<file path="src/rtl/nibble_exec_defines.vh">
/*
 Constants for the nibble execution unit: opcodes, operand bit positions,
 widths and reset values. Assumes inclusion by bare name from rtl/ files.
*/
`ifndef NIBBLE_EXEC_DEFINES_VH
`define NIBBLE_EXEC_DEFINES_VH
`define OP_W 5
`define OP_NOP 5'h00
`define OP_ADD_IMM 5'h01
`define OP_ADD_IMM_KEEP_FLAG 5'h02
`define OP_ADD_IMM_WITH_CARRY 5'h03
`define OP_SUB_IMM_WITH_BORROW 5'h04
`define OP_SUB_IMM 5'h05
`define OP_AND_IMM 5'h06
`define OP_XOR_IMM 5'h07
`define OP_OR_IMM 5'h08
`define OP_OR_STORE 5'h09
`define OP_STORE_WORK 5'h0a
`define OP_LOAD_IMM 5'h0b
`define OP_LOAD_MEM 5'h0c
`define OP_TABLE_HIGH_READ 5'h0d
`define OP_TABLE_LOW_READ 5'h0e
`define OP_COUNTER_NIBBLE0_READ 5'h0f
`define OP_COUNTER_NIBBLE1_READ 5'h10
`define OP_COUNTER_NIBBLE2_READ 5'h11
`define OP_COUNTER_NIBBLE3_READ 5'h12
`define OP_HALT 5'h13
`define OP_STOP 5'h14
`define OP_SET_WAKE_SELECT 5'h15
`define OP_SET_HALT_ENABLE 5'h16
`define OP_SET_STOP_ENABLE 5'h17
`define WAKE_PORT_C_BIT 4
`define HEN_TIMER1_BIT 1
`define HEN_PIN_BIT 2
`define HEN_PRESCALE_BIT 3
`define HEN_TIMER2_BIT 4
`define HEN_COUNTER_BIT 6
`define SEN_PORT_D_BIT 3
`define SEN_PORT_C_BIT 4
`define SEN_PIN_BIT 5
`define NIB_RST 4'h0
`define ENABLES_RST 8'h00
`endif

</file>
<file path="src/rtl/nibble_alu.v">
/*
 Combinational 4-bit immediate ALU. Assumes operands valid when used.
*/
`timescale 1ns/10ps
`include "nibble_exec_defines.vh"
module nibble_alu (
   input wire [`OP_W-1:0] opcode_i,
   input wire [3:0] reg_i,
   input wire [3:0] imm_i,
   input wire carry_i,
   output reg [3:0] result_o,
   output reg carry_o,
   output reg carry_we_o
);
   reg [4:0] sum;
   always @* begin
      sum = 5'h00;
      result_o = 4'h0;
      carry_o = carry_i;
      carry_we_o = 1'b0;
      case (opcode_i)
         `OP_ADD_IMM: begin
            sum = {1'b0, reg_i} + {1'b0, imm_i};
            carry_we_o = 1'b1;
         end
         `OP_ADD_IMM_KEEP_FLAG: begin
            sum = {1'b0, reg_i} + {1'b0, imm_i};
         end
         `OP_ADD_IMM_WITH_CARRY: begin
            sum = {1'b0, reg_i} + {1'b0, imm_i} + {4'h0, carry_i};
            carry_we_o = 1'b1;
         end
         `OP_SUB_IMM_WITH_BORROW: begin
            sum = {1'b0, reg_i} + {1'b0, ~imm_i} + {4'h0, carry_i};
            carry_we_o = 1'b1;
         end
         `OP_SUB_IMM: begin
            sum = {1'b0, reg_i} + {1'b0, ~imm_i} + 5'h01;
            carry_we_o = 1'b1;
         end
         `OP_AND_IMM: sum = {1'b0, reg_i & imm_i};
         `OP_XOR_IMM: sum = {1'b0, reg_i ^ imm_i};
         `OP_OR_IMM: sum = {1'b0, reg_i | imm_i};
         default: sum = 5'h00;
      endcase
      result_o = sum[3:0];
      if (carry_we_o)
         carry_o = sum[4];
   end
endmodule // nibble_alu

</file>
<file path="src/rtl/nibble_cpu_exec_unit.v">
/*
 Execution unit for immediate ALU, load/store, table and counter reads,
 halt and stop. Assumes the sequencer issues one instruction per exec
 pulse while busy_o is low, and that memory/ROM read data is combinational
 from the addresses given. Stop gating of the real oscillator is outside;
 here stop freezes all state updates except the pin synchroniser and pin history until release.
*/
`timescale 1ns/10ps
`include "nibble_exec_defines.vh"
module nibble_cpu_exec_unit #(
   parameter MEM_AW = 7,
   parameter TAB_AW = 11
) (
   input wire clk_sys_i,
   input wire rst_i,
   input wire exec_i,
   input wire [`OP_W-1:0] opcode_i,
   input wire starred_i,
   input wire hash_i,
   input wire indirect_i,
   input wire [3:0] imm_i,
   input wire [7:0] operand8_i,
   input wire [MEM_AW-1:0] direct_addr_i,
   input wire [3:0] work_reg_operand_i,
   input wire [3:0] mem_rdata_i,
   input wire [7:0] table_rdata_i,
   input wire [15:0] resistance_freq_counter_i,
   input wire [MEM_AW-1:0] index_load_i,
   input wire index_load_en_i,
   input wire irq_accept_i,
   input wire return_i,
   input wire timer1_uflow_i,
   input wire timer2_uflow_i,
   input wire prescale_ovf_i,
   input wire counter_ovf_i,
   input wire [3:0] port_c_lines_i,
   input wire [3:0] port_d_lines_i,
   input wire ext_pin_i,
   input wire key_scan_hit_i,
   output reg [3:0] work_nibble_reg_o,
   output reg carry_bit_o,
   output reg [MEM_AW-1:0] index_pointer_o,
   output reg [MEM_AW-1:0] mem_addr_o,
   output reg [3:0] mem_wdata_o,
   output reg mem_we_o,
   output reg work_reg_we_o,
   output reg [3:0] work_reg_wdata_o,
   output reg [TAB_AW-1:0] table_addr_o,
   output reg halted_o,
   output reg stopped_o,
   output reg busy_o
);
   wire [3:0] alu_result;
   wire alu_carry;
   wire alu_carry_we;
   wire [9:0] pins_sync;
   wire [3:0] port_c_s;
   wire [3:0] port_d_s;
   wire pin_s;
   wire key_s;
   reg [3:0] port_c_prev_ff;
   reg [3:0] port_d_prev_ff;
   reg pin_prev_ff;
   reg [7:0] wake_sel_ff;
   reg [7:0] halt_en_ff;
   reg [7:0] stop_en_ff;
   reg halt_ff;
   reg in_service_ff;
   reg stop_ff;
   reg [3:0] work_ff;
   reg carry_ff;
   reg [MEM_AW-1:0] index_ff;
   reg [MEM_AW-1:0] nxt_index;
   reg [3:0] nxt_work;
   reg nxt_carry;
   reg [3:0] nxt_mem_wdata;
   reg nxt_mem_we;
   reg nxt_reg_we;
   reg [MEM_AW-1:0] nxt_mem_addr;
   reg inc_index;
   reg halt_wake;
   reg stop_wake;
   wire port_c_change;
   wire port_d_change;
   wire pin_change;

   nibble_alu u_alu (
      .opcode_i(opcode_i),
      .reg_i(work_reg_operand_i),
      .imm_i(imm_i),
      .carry_i(carry_ff),
      .result_o(alu_result),
      .carry_o(alu_carry),
      .carry_we_o(alu_carry_we)
   );

   sync2 #(.W(10)) u_sync (
      .clk_sys_i(clk_sys_i),
      .rst_i(rst_i),
      .async_i({key_scan_hit_i, ext_pin_i, port_d_lines_i, port_c_lines_i}),
      .sync_o(pins_sync)
   );
   assign port_c_s = pins_sync[3:0];
   assign port_d_s = pins_sync[7:4];
   assign pin_s = pins_sync[8];
   assign key_s = pins_sync[9];
   assign port_c_change = |(port_c_s ^ port_c_prev_ff);
   assign port_d_change = |(port_d_s ^ port_d_prev_ff);
   assign pin_change = pin_s ^ pin_prev_ff;

   // Pin history keeps running in stop so edges are seen for release
   always @(posedge clk_sys_i or posedge rst_i) begin
      if (rst_i) begin
         port_c_prev_ff <= 4'h0;
         port_d_prev_ff <= 4'h0;
         pin_prev_ff <= 1'b0;
      end else begin
         port_c_prev_ff <= port_c_s;
         port_d_prev_ff <= port_d_s;
         pin_prev_ff <= pin_s;
      end
   end

   // Release conditions
   always @* begin
      halt_wake = irq_accept_i
         | (wake_sel_ff[`WAKE_PORT_C_BIT] & port_c_change)
         | (halt_en_ff[`HEN_TIMER1_BIT] & timer1_uflow_i)
         | (halt_en_ff[`HEN_PIN_BIT] & pin_change)
         | (halt_en_ff[`HEN_PRESCALE_BIT] & prescale_ovf_i)
         | (halt_en_ff[`HEN_TIMER2_BIT] & timer2_uflow_i)
         | (halt_en_ff[`HEN_COUNTER_BIT] & counter_ovf_i);
   end

   // Stop exits on key level, pin change or any port C high
   always @* begin
      stop_wake = key_s | pin_change | (|port_c_s)
         | (stop_en_ff[`SEN_PORT_D_BIT] & port_d_change)
         | (stop_en_ff[`SEN_PORT_C_BIT] & port_c_change)
         | (stop_en_ff[`SEN_PIN_BIT] & pin_change);
   end

   // Instruction decode; indirect or-store, store and load-memory forms address through the index pointer
   always @* begin
      nxt_work = work_ff;
      nxt_carry = carry_ff;
      nxt_mem_we = 1'b0;
      nxt_reg_we = 1'b0;
      nxt_mem_wdata = 4'h0;
      nxt_mem_addr = indirect_i ? index_ff : direct_addr_i;
      inc_index = 1'b0;
      case (opcode_i)
         `OP_ADD_IMM, `OP_ADD_IMM_KEEP_FLAG, `OP_ADD_IMM_WITH_CARRY,
         `OP_SUB_IMM_WITH_BORROW, `OP_SUB_IMM, `OP_AND_IMM, `OP_XOR_IMM,
         `OP_OR_IMM: begin
            nxt_work = alu_result;
            nxt_carry = alu_carry_we ? alu_carry : carry_ff;
            nxt_reg_we = starred_i;
         end
         `OP_OR_STORE: begin
            nxt_work = work_ff | mem_rdata_i;
            nxt_mem_wdata = work_ff | mem_rdata_i;
            nxt_mem_we = 1'b1;
            inc_index = hash_i;
         end
         `OP_STORE_WORK: begin
            nxt_mem_wdata = work_ff;
            nxt_mem_we = 1'b1;
            inc_index = hash_i;
         end
         `OP_LOAD_IMM: begin
            nxt_mem_addr = direct_addr_i;
            nxt_work = imm_i;
            nxt_mem_wdata = imm_i;
            nxt_mem_we = 1'b1;
         end
         `OP_LOAD_MEM: begin
            nxt_work = mem_rdata_i;
            inc_index = hash_i;
         end
         `OP_TABLE_HIGH_READ, `OP_TABLE_LOW_READ: begin
            nxt_mem_addr = direct_addr_i;
            nxt_work = (opcode_i == `OP_TABLE_HIGH_READ) ?
               table_rdata_i[7:4] : table_rdata_i[3:0];
            nxt_mem_wdata = nxt_work;
            nxt_mem_we = 1'b1;
            inc_index = starred_i;
         end
         `OP_COUNTER_NIBBLE0_READ, `OP_COUNTER_NIBBLE1_READ,
         `OP_COUNTER_NIBBLE2_READ, `OP_COUNTER_NIBBLE3_READ: begin
            nxt_mem_addr = direct_addr_i;
            case (opcode_i)
               `OP_COUNTER_NIBBLE0_READ: nxt_work = resistance_freq_counter_i[3:0];
               `OP_COUNTER_NIBBLE1_READ: nxt_work = resistance_freq_counter_i[7:4];
               `OP_COUNTER_NIBBLE2_READ: nxt_work = resistance_freq_counter_i[11:8];
               default: nxt_work = resistance_freq_counter_i[15:12];
            endcase
            nxt_mem_wdata = nxt_work;
            nxt_mem_we = 1'b1;
         end
         default: begin
            nxt_work = work_ff;
         end
      endcase
      nxt_index = inc_index ? index_ff + {{(MEM_AW-1){1'b0}}, 1'b1} : index_ff;
   end

   always @(posedge clk_sys_i or posedge rst_i) begin
      if (rst_i) begin
         work_ff <= `NIB_RST;
         carry_ff <= 1'b0;
         index_ff <= {MEM_AW{1'b0}};
         wake_sel_ff <= `ENABLES_RST;
         halt_en_ff <= `ENABLES_RST;
         stop_en_ff <= `ENABLES_RST;
         halt_ff <= 1'b0;
         in_service_ff <= 1'b0;
         stop_ff <= 1'b0;
         work_nibble_reg_o <= `NIB_RST;
         carry_bit_o <= 1'b0;
         index_pointer_o <= {MEM_AW{1'b0}};
         mem_addr_o <= {MEM_AW{1'b0}};
         mem_wdata_o <= 4'h0;
         mem_we_o <= 1'b0;
         work_reg_we_o <= 1'b0;
         work_reg_wdata_o <= 4'h0;
         halted_o <= 1'b0;
         stopped_o <= 1'b0;
         busy_o <= 1'b0;
      end else begin
         mem_we_o <= 1'b0;
         work_reg_we_o <= 1'b0;
         if (stop_ff) begin
            // Nothing but the wake check runs while stopped
            if (stop_wake) begin
               stop_ff <= 1'b0;
               stopped_o <= 1'b0;
               busy_o <= 1'b0;
            end
         end else begin
            if (halt_ff && halt_wake) begin
               halt_ff <= 1'b0;
               halted_o <= 1'b0;
               busy_o <= 1'b0;
               in_service_ff <= irq_accept_i;
            end else if (in_service_ff && return_i) begin
               in_service_ff <= 1'b0;
               halt_ff <= 1'b1;
               halted_o <= 1'b1;
               busy_o <= 1'b1;
            end
            if (index_load_en_i) begin
               index_ff <= index_load_i;
               index_pointer_o <= index_load_i;
            end
            // Refused while halted; the sequencer watches busy_o
            if (exec_i && !halt_ff) begin
               case (opcode_i)
                  `OP_HALT: begin
                     halt_ff <= 1'b1;
                     halted_o <= 1'b1;
                     busy_o <= 1'b1;
                  end
                  `OP_STOP: begin
                     // Port C should already be low, else release is immediate
                     stop_ff <= 1'b1;
                     stopped_o <= 1'b1;
                     busy_o <= 1'b1;
                  end
                  `OP_SET_WAKE_SELECT: wake_sel_ff <= operand8_i;
                  `OP_SET_HALT_ENABLE: halt_en_ff <= operand8_i;
                  `OP_SET_STOP_ENABLE: stop_en_ff <= operand8_i;
                  default: begin
                     work_ff <= nxt_work;
                     carry_ff <= nxt_carry;
                     work_nibble_reg_o <= nxt_work;
                     carry_bit_o <= nxt_carry;
                     mem_addr_o <= nxt_mem_addr;
                     mem_wdata_o <= nxt_mem_wdata;
                     mem_we_o <= nxt_mem_we;
                     work_reg_we_o <= nxt_reg_we;
                     work_reg_wdata_o <= nxt_work;
                     // Index load wins over auto-increment
                     if (!index_load_en_i) begin
                        index_ff <= nxt_index;
                        index_pointer_o <= nxt_index;
                     end
                  end
               endcase
            end
         end
      end
   end

   // Table ROM address trails the index by one cycle; frozen in stop
   always @(posedge clk_sys_i or posedge rst_i) begin
      if (rst_i) begin
         table_addr_o <= {TAB_AW{1'b0}};
      end else if (!stop_ff) begin
         table_addr_o <= {{(TAB_AW-MEM_AW){1'b0}}, index_ff};
      end
   end
endmodule // nibble_cpu_exec_unit

</file>
<file path="src/rtl/sync2.v">
/*
 Two-flop synchroniser, parameter width. Assumes asynchronous input levels.
*/
`timescale 1ns/10ps
module sync2 #(
   parameter W = 1
) (
   input wire clk_sys_i,
   input wire rst_i,
   input wire [W-1:0] async_i,
   output wire [W-1:0] sync_o
);
   reg [W-1:0] meta_ff;
   reg [W-1:0] sync_ff;
   always @(posedge clk_sys_i or posedge rst_i) begin
      if (rst_i) begin
         meta_ff <= {W{1'b0}};
         sync_ff <= {W{1'b0}};
      end else begin
         meta_ff <= async_i;
         sync_ff <= meta_ff;
      end
   end
   assign sync_o = sync_ff;
endmodule // sync2

</file>
<file path="config.mk">
export PLATFORM = sky130hd
export DESIGN_NAME = nibble_cpu_exec_unit
export DESIGN_NICKNAME = d
export VERILOG_FILES = /design/src/rtl/nibble_alu.v /design/src/rtl/nibble_cpu_exec_unit.v /design/src/rtl/sync2.v
export VERILOG_INCLUDE_DIRS = /design/src /design/src/rtl
export SDC_FILE = /design/constraint.sdc
export NUM_CORES = 1
export LEC_CHECK = 0
export ABC_AREA = 1
export BUFFER_PORTS_ARGS = -buffer_cell sky130_fd_sc_hd__buf_4
export CAP_MARGIN = 0
export CORE_MARGIN = 2
export CORE_UTILIZATION = 25
export CTS_CLUSTER_SIZE = 8
export DETAILED_ROUTE_END_ITERATION = 8
export SYNTH_ARGS = -nofsm -noshare
export SYNTH_HDL_FRONTEND = slang
export SYNTH_HIERARCHICAL = 1
export SYNTH_SLANG_ARGS = --single-unit
</file>
<file path="constraint.sdc">
create_clock -name clk_sys_i -period 3.7 [get_ports clk_sys_i]
set_clock_uncertainty 0.15 [all_clocks]
set_input_delay 0.185 -clock clk_sys_i [delete_from_list [all_inputs] [get_ports clk_sys_i]]
set_output_delay 0.185 -clock clk_sys_i [all_outputs]
set_load 0.01 [all_outputs]
</file>
## Word level (Yosys, flattened, before mapping)

Cells that the tools add are included.

| word-level totals | value |
|---|---|
| bits in registers | 92 |
| bits of input ports | 86 |
| output and inout port bits | 43 |
| word-level logic and storage cells | 161 |

| operators by class | value |
|---|---|
| add/subtract/negate cells | 6 |
| equality and inequality tests | 24 |
| muxes and demuxes | 49 |
| bitwise operators | 30 |
| reductions and logical operators | 29 |

Operator list:

| cell | count |
|---|---|
| two-way mux 7 bit | 11 |
| equality test 5 x 4 -> 1 bit (second input constant) | 8 |
| equality test 5 bit (second input constant) | 8 |
| one-hot mux 5 bit (7 select lines) | 1 |
| two-way mux 1 bit | 32 |
| one-hot mux 4 bit (6 select lines) | 1 |
| equality test 5 x 3 -> 1 bit (second input constant) | 4 |
| one-hot mux 4 bit (5 select lines) | 1 |
| OR reduction 4 bit | 5 |
| AND reduction 3 bit | 5 |
| one-hot mux 4 bit (3 select lines) | 1 |
| XOR 4 bit | 3 |
| bitwise OR 1 bit | 11 |
| adder 4 x 4 -> 5 bit | 2 |
| adder 5 x 1 -> 5 bit | 2 |
| equality test 5 x 2 -> 1 bit (second input constant) | 2 |
| AND 1 bit | 9 |
| OR reduction 9 bit | 1 |
| bitwise OR 4 bit | 2 |
| OR reduction 8 bit | 1 |
| adder 7 x 1 -> 7 bit (second input constant) | 1 |
| OR reduction 7 bit | 1 |
| nonzero test 2 bit | 3 |
| nonzero test 6 bit | 1 |
| 17 further kinds | 22 |

## Depth between registers and ports, before layout

| logic depth | value |
|---|---|
| word-level depth | 14 |
| gate-level depth with buffers | 16 |

## By module

Netlist, hierarchy kept.

By module, submodules not included:

| module | times used | cells each | area each (µm²) |
|---|---|---|---|
| nibble_cpu_exec_unit | 1 | 501 | 3641.0 |
| nibble_alu | 1 | 138 | 823.3 |
| sync2 | 1 | 21 | 504.2 |

## Least setup slack after synthesis

No wires, ideal clock.

| timing path | value |
|---|---|
| path type | in2reg |
| from | in imm_i[0] |
| to | reg carry_ff |
| library setup time | 128 ps |
| arrival time | 1865 ps |
| setup slack | 1558 ps |
| stages | 14 |
| path buffers | 0 |
| path through | inv_1 ha_1 inv_1 fa_1 inv_1 ha_1 inv_1 nor2_2 nand4_1 nand3_1 nand3_1 nand2_1 nand2_1 mux2_1 |

| between the ends | value |
|---|---|
| longest elaborated chain between the ends | 4 |
| elaborated cells between the ends (all ways) | 7 |
| classes of those cells | 5 x add/sub; 1 x mux; 1 x bitwise |

Ends and longest elaborated chain:

| item | RTL line | text |
|---|---|---|
| from (decl) | nibble_cpu_exec_unit.v:21 | `input wire [3:0] imm_i,` |
| NOT 4 bit | nibble_alu.v:34, nibble_alu.v:38 |  |
| adder 4 x 4 -> 5 bit | nibble_alu.v:34, nibble_alu.v:38 |  |
| adder 5 x 1 -> 5 bit, on equally long branches | nibble_alu.v:38, nibble_alu.v:34 |  |
| one-hot mux 5 bit (7 select lines) * | nibble_alu.v:21 | `case (opcode_i)` |
| net alu_carry | nibble_cpu_exec_unit.v:54 | `wire alu_carry;` |
| to (signal assigned) | nibble_cpu_exec_unit.v:275 | `carry_ff <= nxt_carry;` |
| to (decl) | nibble_cpu_exec_unit.v:71 | `reg carry_ff;` |

The timed path passes the listed nets; every way through them passes the cells marked *.
A chain may end at the register's enable or synchronous reset.

## Worst setup path after layout

| timing path | value |
|---|---|
| from | reg stop_ff |
| to | reg carry_ff |

| between the ends | value |
|---|---|
| longest elaborated chain between the ends | 2 |

Ends and longest elaborated chain:

| item | RTL line | text |
|---|---|---|
| from (decl) | nibble_cpu_exec_unit.v:69 | `reg stop_ff;` |
| from (signal assigned) | nibble_cpu_exec_unit.v:218 | `stop_ff <= 1'b0;` |
| from (signal assigned) | nibble_cpu_exec_unit.v:236 | `stop_ff <= 1'b0;` |
| from (signal assigned) | nibble_cpu_exec_unit.v:266 | `stop_ff <= 1'b1;` |
| NOT 1 bit (no source line) | - |  |
| AND reduction 5 bit (no source line) | - |  |

No other way between the ends.

==> flow_summary.toml <==
[clocking]
clock_path_buffers = 2
numCtsBuffers = 9
root_buffer = "clkbuf_16"
clkTransAtPathRegs_ns = 0.06
clk_latency_ns = 0.34
cts_tree = "done"
clock_sinks = 82
clock_tree.htree_level_count = 3
postCtsSetupBuffers = 0

[synth]
syn_area_sq_um = 4970
synth_flop_cell = "dfrtp_1"
synth_edf_count = 0
yosysSeqAreaShare_pct = 41.3
syn_area_per_cell_sq_um = 7.53
ys_types = 49
synth_seq_cells = 82
netlist_instances = 660
synth_warnings = 6
ys_async_sr_fraction_pct = 100

[sta]
finalHoldViolations = 0
rsz0062_at_grt = "no"
setup_viol = 0
fin_crit_sh_pct = 60.4
hold_slack_ns = 0.0288
period_minus_slack_ns = 2.23
maxSlewViolCount = 0
max_freq_ghz = 0.448
relSlewSlack_pct = 51.9
fin_tns_setup_ns = 0
tightest_slew_ns = 0.720

[worst_setup_path]
path_depth = 5
max_stage_delay_ns = 0.47
crit_slowest_cell = "nand2_4"
crit_buf_inv = 2
cp_data_arrival_time_ns = 2.30
start_kind = "register"
critical_path_class = "register to register"
cpLargestDelayFamily = "buffers and inverters"
crit_required_ns = 3.77
reg2regPathDepth = 5
end_kind = "register"
path_cells = "clkinv_1 > nand2_4 > clkinv_2 > nand3_1 > mux2_1"
crit_fanout = 27

[cells_and_area]
area_growth_pct = 32.8
antennaDiodeCount = 0
utilization_pct = 33.9
fillers = 2066
drive_above_1_share_pct = 22.0
nNetsFinal = 901

[hold_path]
hold_path_depth = 5
hp-class = "input port to register"

[placed_design]
gp_congestion = 0.916
placement.io_buffers = 121
dp_hpwl_microns = 11200

[floorplan]
ios = 129
die_h_microns = 145
core.rowCount = 51
die_x_microns = 145
start_util_pct = 25.5
die_area_sq_um = 21000
coreArea_sq_um = 19500

[global_routing]
grt_pass1_vias = 4561
track_usage_pct = 14.1
antenna_found_initial = 0
grt_pass1_wl_microns = 23700
grt-ovfl-total = 0
grt_max_degree = 37

[drt]
wl_per_cell_microns = 13.7
wl_microns = 14600
drt-pass1-iter-count = 7
num_vias = 4630
via_per_inst = 4.35
drtIter0Drc = 293
ant_nets = 0
drc = 0

[pwr]
power.total_uw = 3190
leakagePower_uw = 0.00343
ir_worst_vdd_mv = 0.232
p_per_area_nw_per_um2 = 483

[status]
status = "finished, final reports clean"

[job]
maxCapViolCount = 0
registers in the layout, indices dropped and copies added (netlist names), 2 cells and up:
signal	cells
mem_wdata_o	4
table_addr_o	7
port_c_prev_ff	4
index_pointer_o	7
u_sync/meta_ff	10
mem_addr_o	7
work_ff	4
index_ff	7
u_sync/sync_o	10
stop_en_ff	2
halt_en_ff	5
port_d_prev_ff	4
power by group:
group	internal (uW)	total, uW	switching [uW]
clock network	535	937	402
registers	1100	1280	178
logic	448	970	522
total	2090	3190	1100
Yosys cell counts, types with 2 or more instances:
master    count  share of area, %
a211oi_1      2              0.30
a21oi_1      40               4.0
buf_4         8               1.2
buf_6         3              0.68
clkbuf_1      8              0.60
dfrtp_1      82                41
fa_1          2              0.81
ha_1         18               4.5
inv_1        85               6.4
inv_2         4              0.30
mux2_2        3              0.68
nand2_1     190                14
nand2_2       7              0.88
nand2_4       3              0.68
nand3_1      49               4.9
nand4_1      11               1.4
nor2_1       44               3.3
nor2_2        4              0.50
nor2_4        3              0.68
nor3_1        4              0.40
nor3_2        2              0.40
nor3b_1       2              0.30
o211ai_1      3              0.45
o211ai_2      2              0.50
o21ai_0      41               4.1
o21ai_1       8              0.81
o22ai_1       3              0.38
xor2_1        8               1.4
per-layer routing:
metal / GRT usage, % / vias up / part of all wire [%]
li1: - / 2378 / -
met1: 18.8 / 2104 / 47
met2: 23.0 / 130 / 46
met3: 3.21 / 18 / 5.2
met4: 3.71 / 0 / 1.8
met5: 0 / - / 0
kinds of logic (layout without fill, tap and decap cells):
kind of cell | count (synthesis) | in the layout | share of synthesized area, %
and+or+nand+nor | 324 | 324 | 28.8
buffers and inverters | 113 | 250 | 9.75
AOI/OAI and AO/OA | 107 | 107 | 12.1
DFF | 82 | 82 | 41.3
adders and majority gates | 20 | 20 | 5.34
xor gates and xnor gates | 9 | 9 | 1.74
muxes | 4 | 4 | 0.907
other | 1 | 4 | 0.0755
worst reg2reg max path: cells and delay by family, from the launching register on:
kind / cells / cell delay (ns)
buffers and inverters: 2 / 0.70
and+or+nand+nor: 2 / 0.60
DFF: 1 / 0.35
muxes: 1 / 0.32
timing repair:
item	in CTS	in global routing
resized for setup	0	0
hold buffers	19	0
endpoints found under the hold margin	71	0
endpoints found under the setup margin	0	0
cell usage in the layout, fill, tap and decap left out, types with 3 or more instances in the layout:
| cell type | Yosys | final |
|---|---|---|
| nand3_1 | 49 | 49 |
| buf_4 | 8 | 123 |
| ha_1 | 18 | 18 |
| o211ai_1 | 3 | 3 |
| nor3_1 | 4 | 4 |
| inv_6 | 1 | 4 |
| o22ai_1 | 3 | 3 |
| inv_1 | 85 | 84 |
| xor2_1 | 8 | 8 |
| conb_1 | 1 | 4 |
| nand2_4 | 3 | 3 |
| nor2_2 | 4 | 4 |
| nand2_1 | 190 | 190 |
| clkbuf_16 | 0 | 9 |
| nand2_2 | 7 | 7 |
| o21ai_1 | 8 | 8 |
| dlygate4sd3_1 | 0 | 19 |
| mux2_2 | 3 | 3 |
| nor2_1 | 44 | 44 |
| nor2_4 | 3 | 3 |
| inv_2 | 4 | 5 |
| a21oi_1 | 40 | 40 |
| o21ai_0 | 41 | 41 |
| nand4_1 | 11 | 11 |
| dfrtp_1 | 82 | 82 |
final cells by class:
| type | instances | area [sq um] | area share [%] |
|---|---|---|---|
| Clock buffer | 9 | 225 | 3.41 |
| Clock inverter | 7 | 82.6 | 1.25 |
| Inverter | 92 | 352 | 5.33 |
| Multi-Input combinational cell | 468 | 2440 | 37.0 |
| Sequential cell | 82 | 2050 | 31.1 |
| Tap cell | 265 | 332 | 5.02 |
| Timing Repair Buffer | 142 | 1110 | 16.9 |
through the flow:
step	area (sq um)	instances	setup slack (ns)
after floorplan	4980	663	1.56
after global placement	6100	1030	1.26
after detailed placement	6100	1030	1.27
after CTS	6600	1065	1.40
after global routing	6600	1065	1.28
final	6600	1065	1.47
worst paths after layout:
check / to / slack, ns / from
max: carry_ff / 1.47 / stop_ff
min: mem_addr_o[6] / 0.03 / direct_addr_i[6]
max reg2reg: carry_ff / 1.47 / stop_ff
min reg2reg: u_sync/sync_o[2] / 0.20 / u_sync/meta_ff[2]
max in group asynchronous: index_pointer_o[1] / 2.12 / rst_i
min in group asynchronous: u_sync/meta_ff[3] / 0.38 / rst_i
Note: power is estimated with default switching activity, not from simulation.
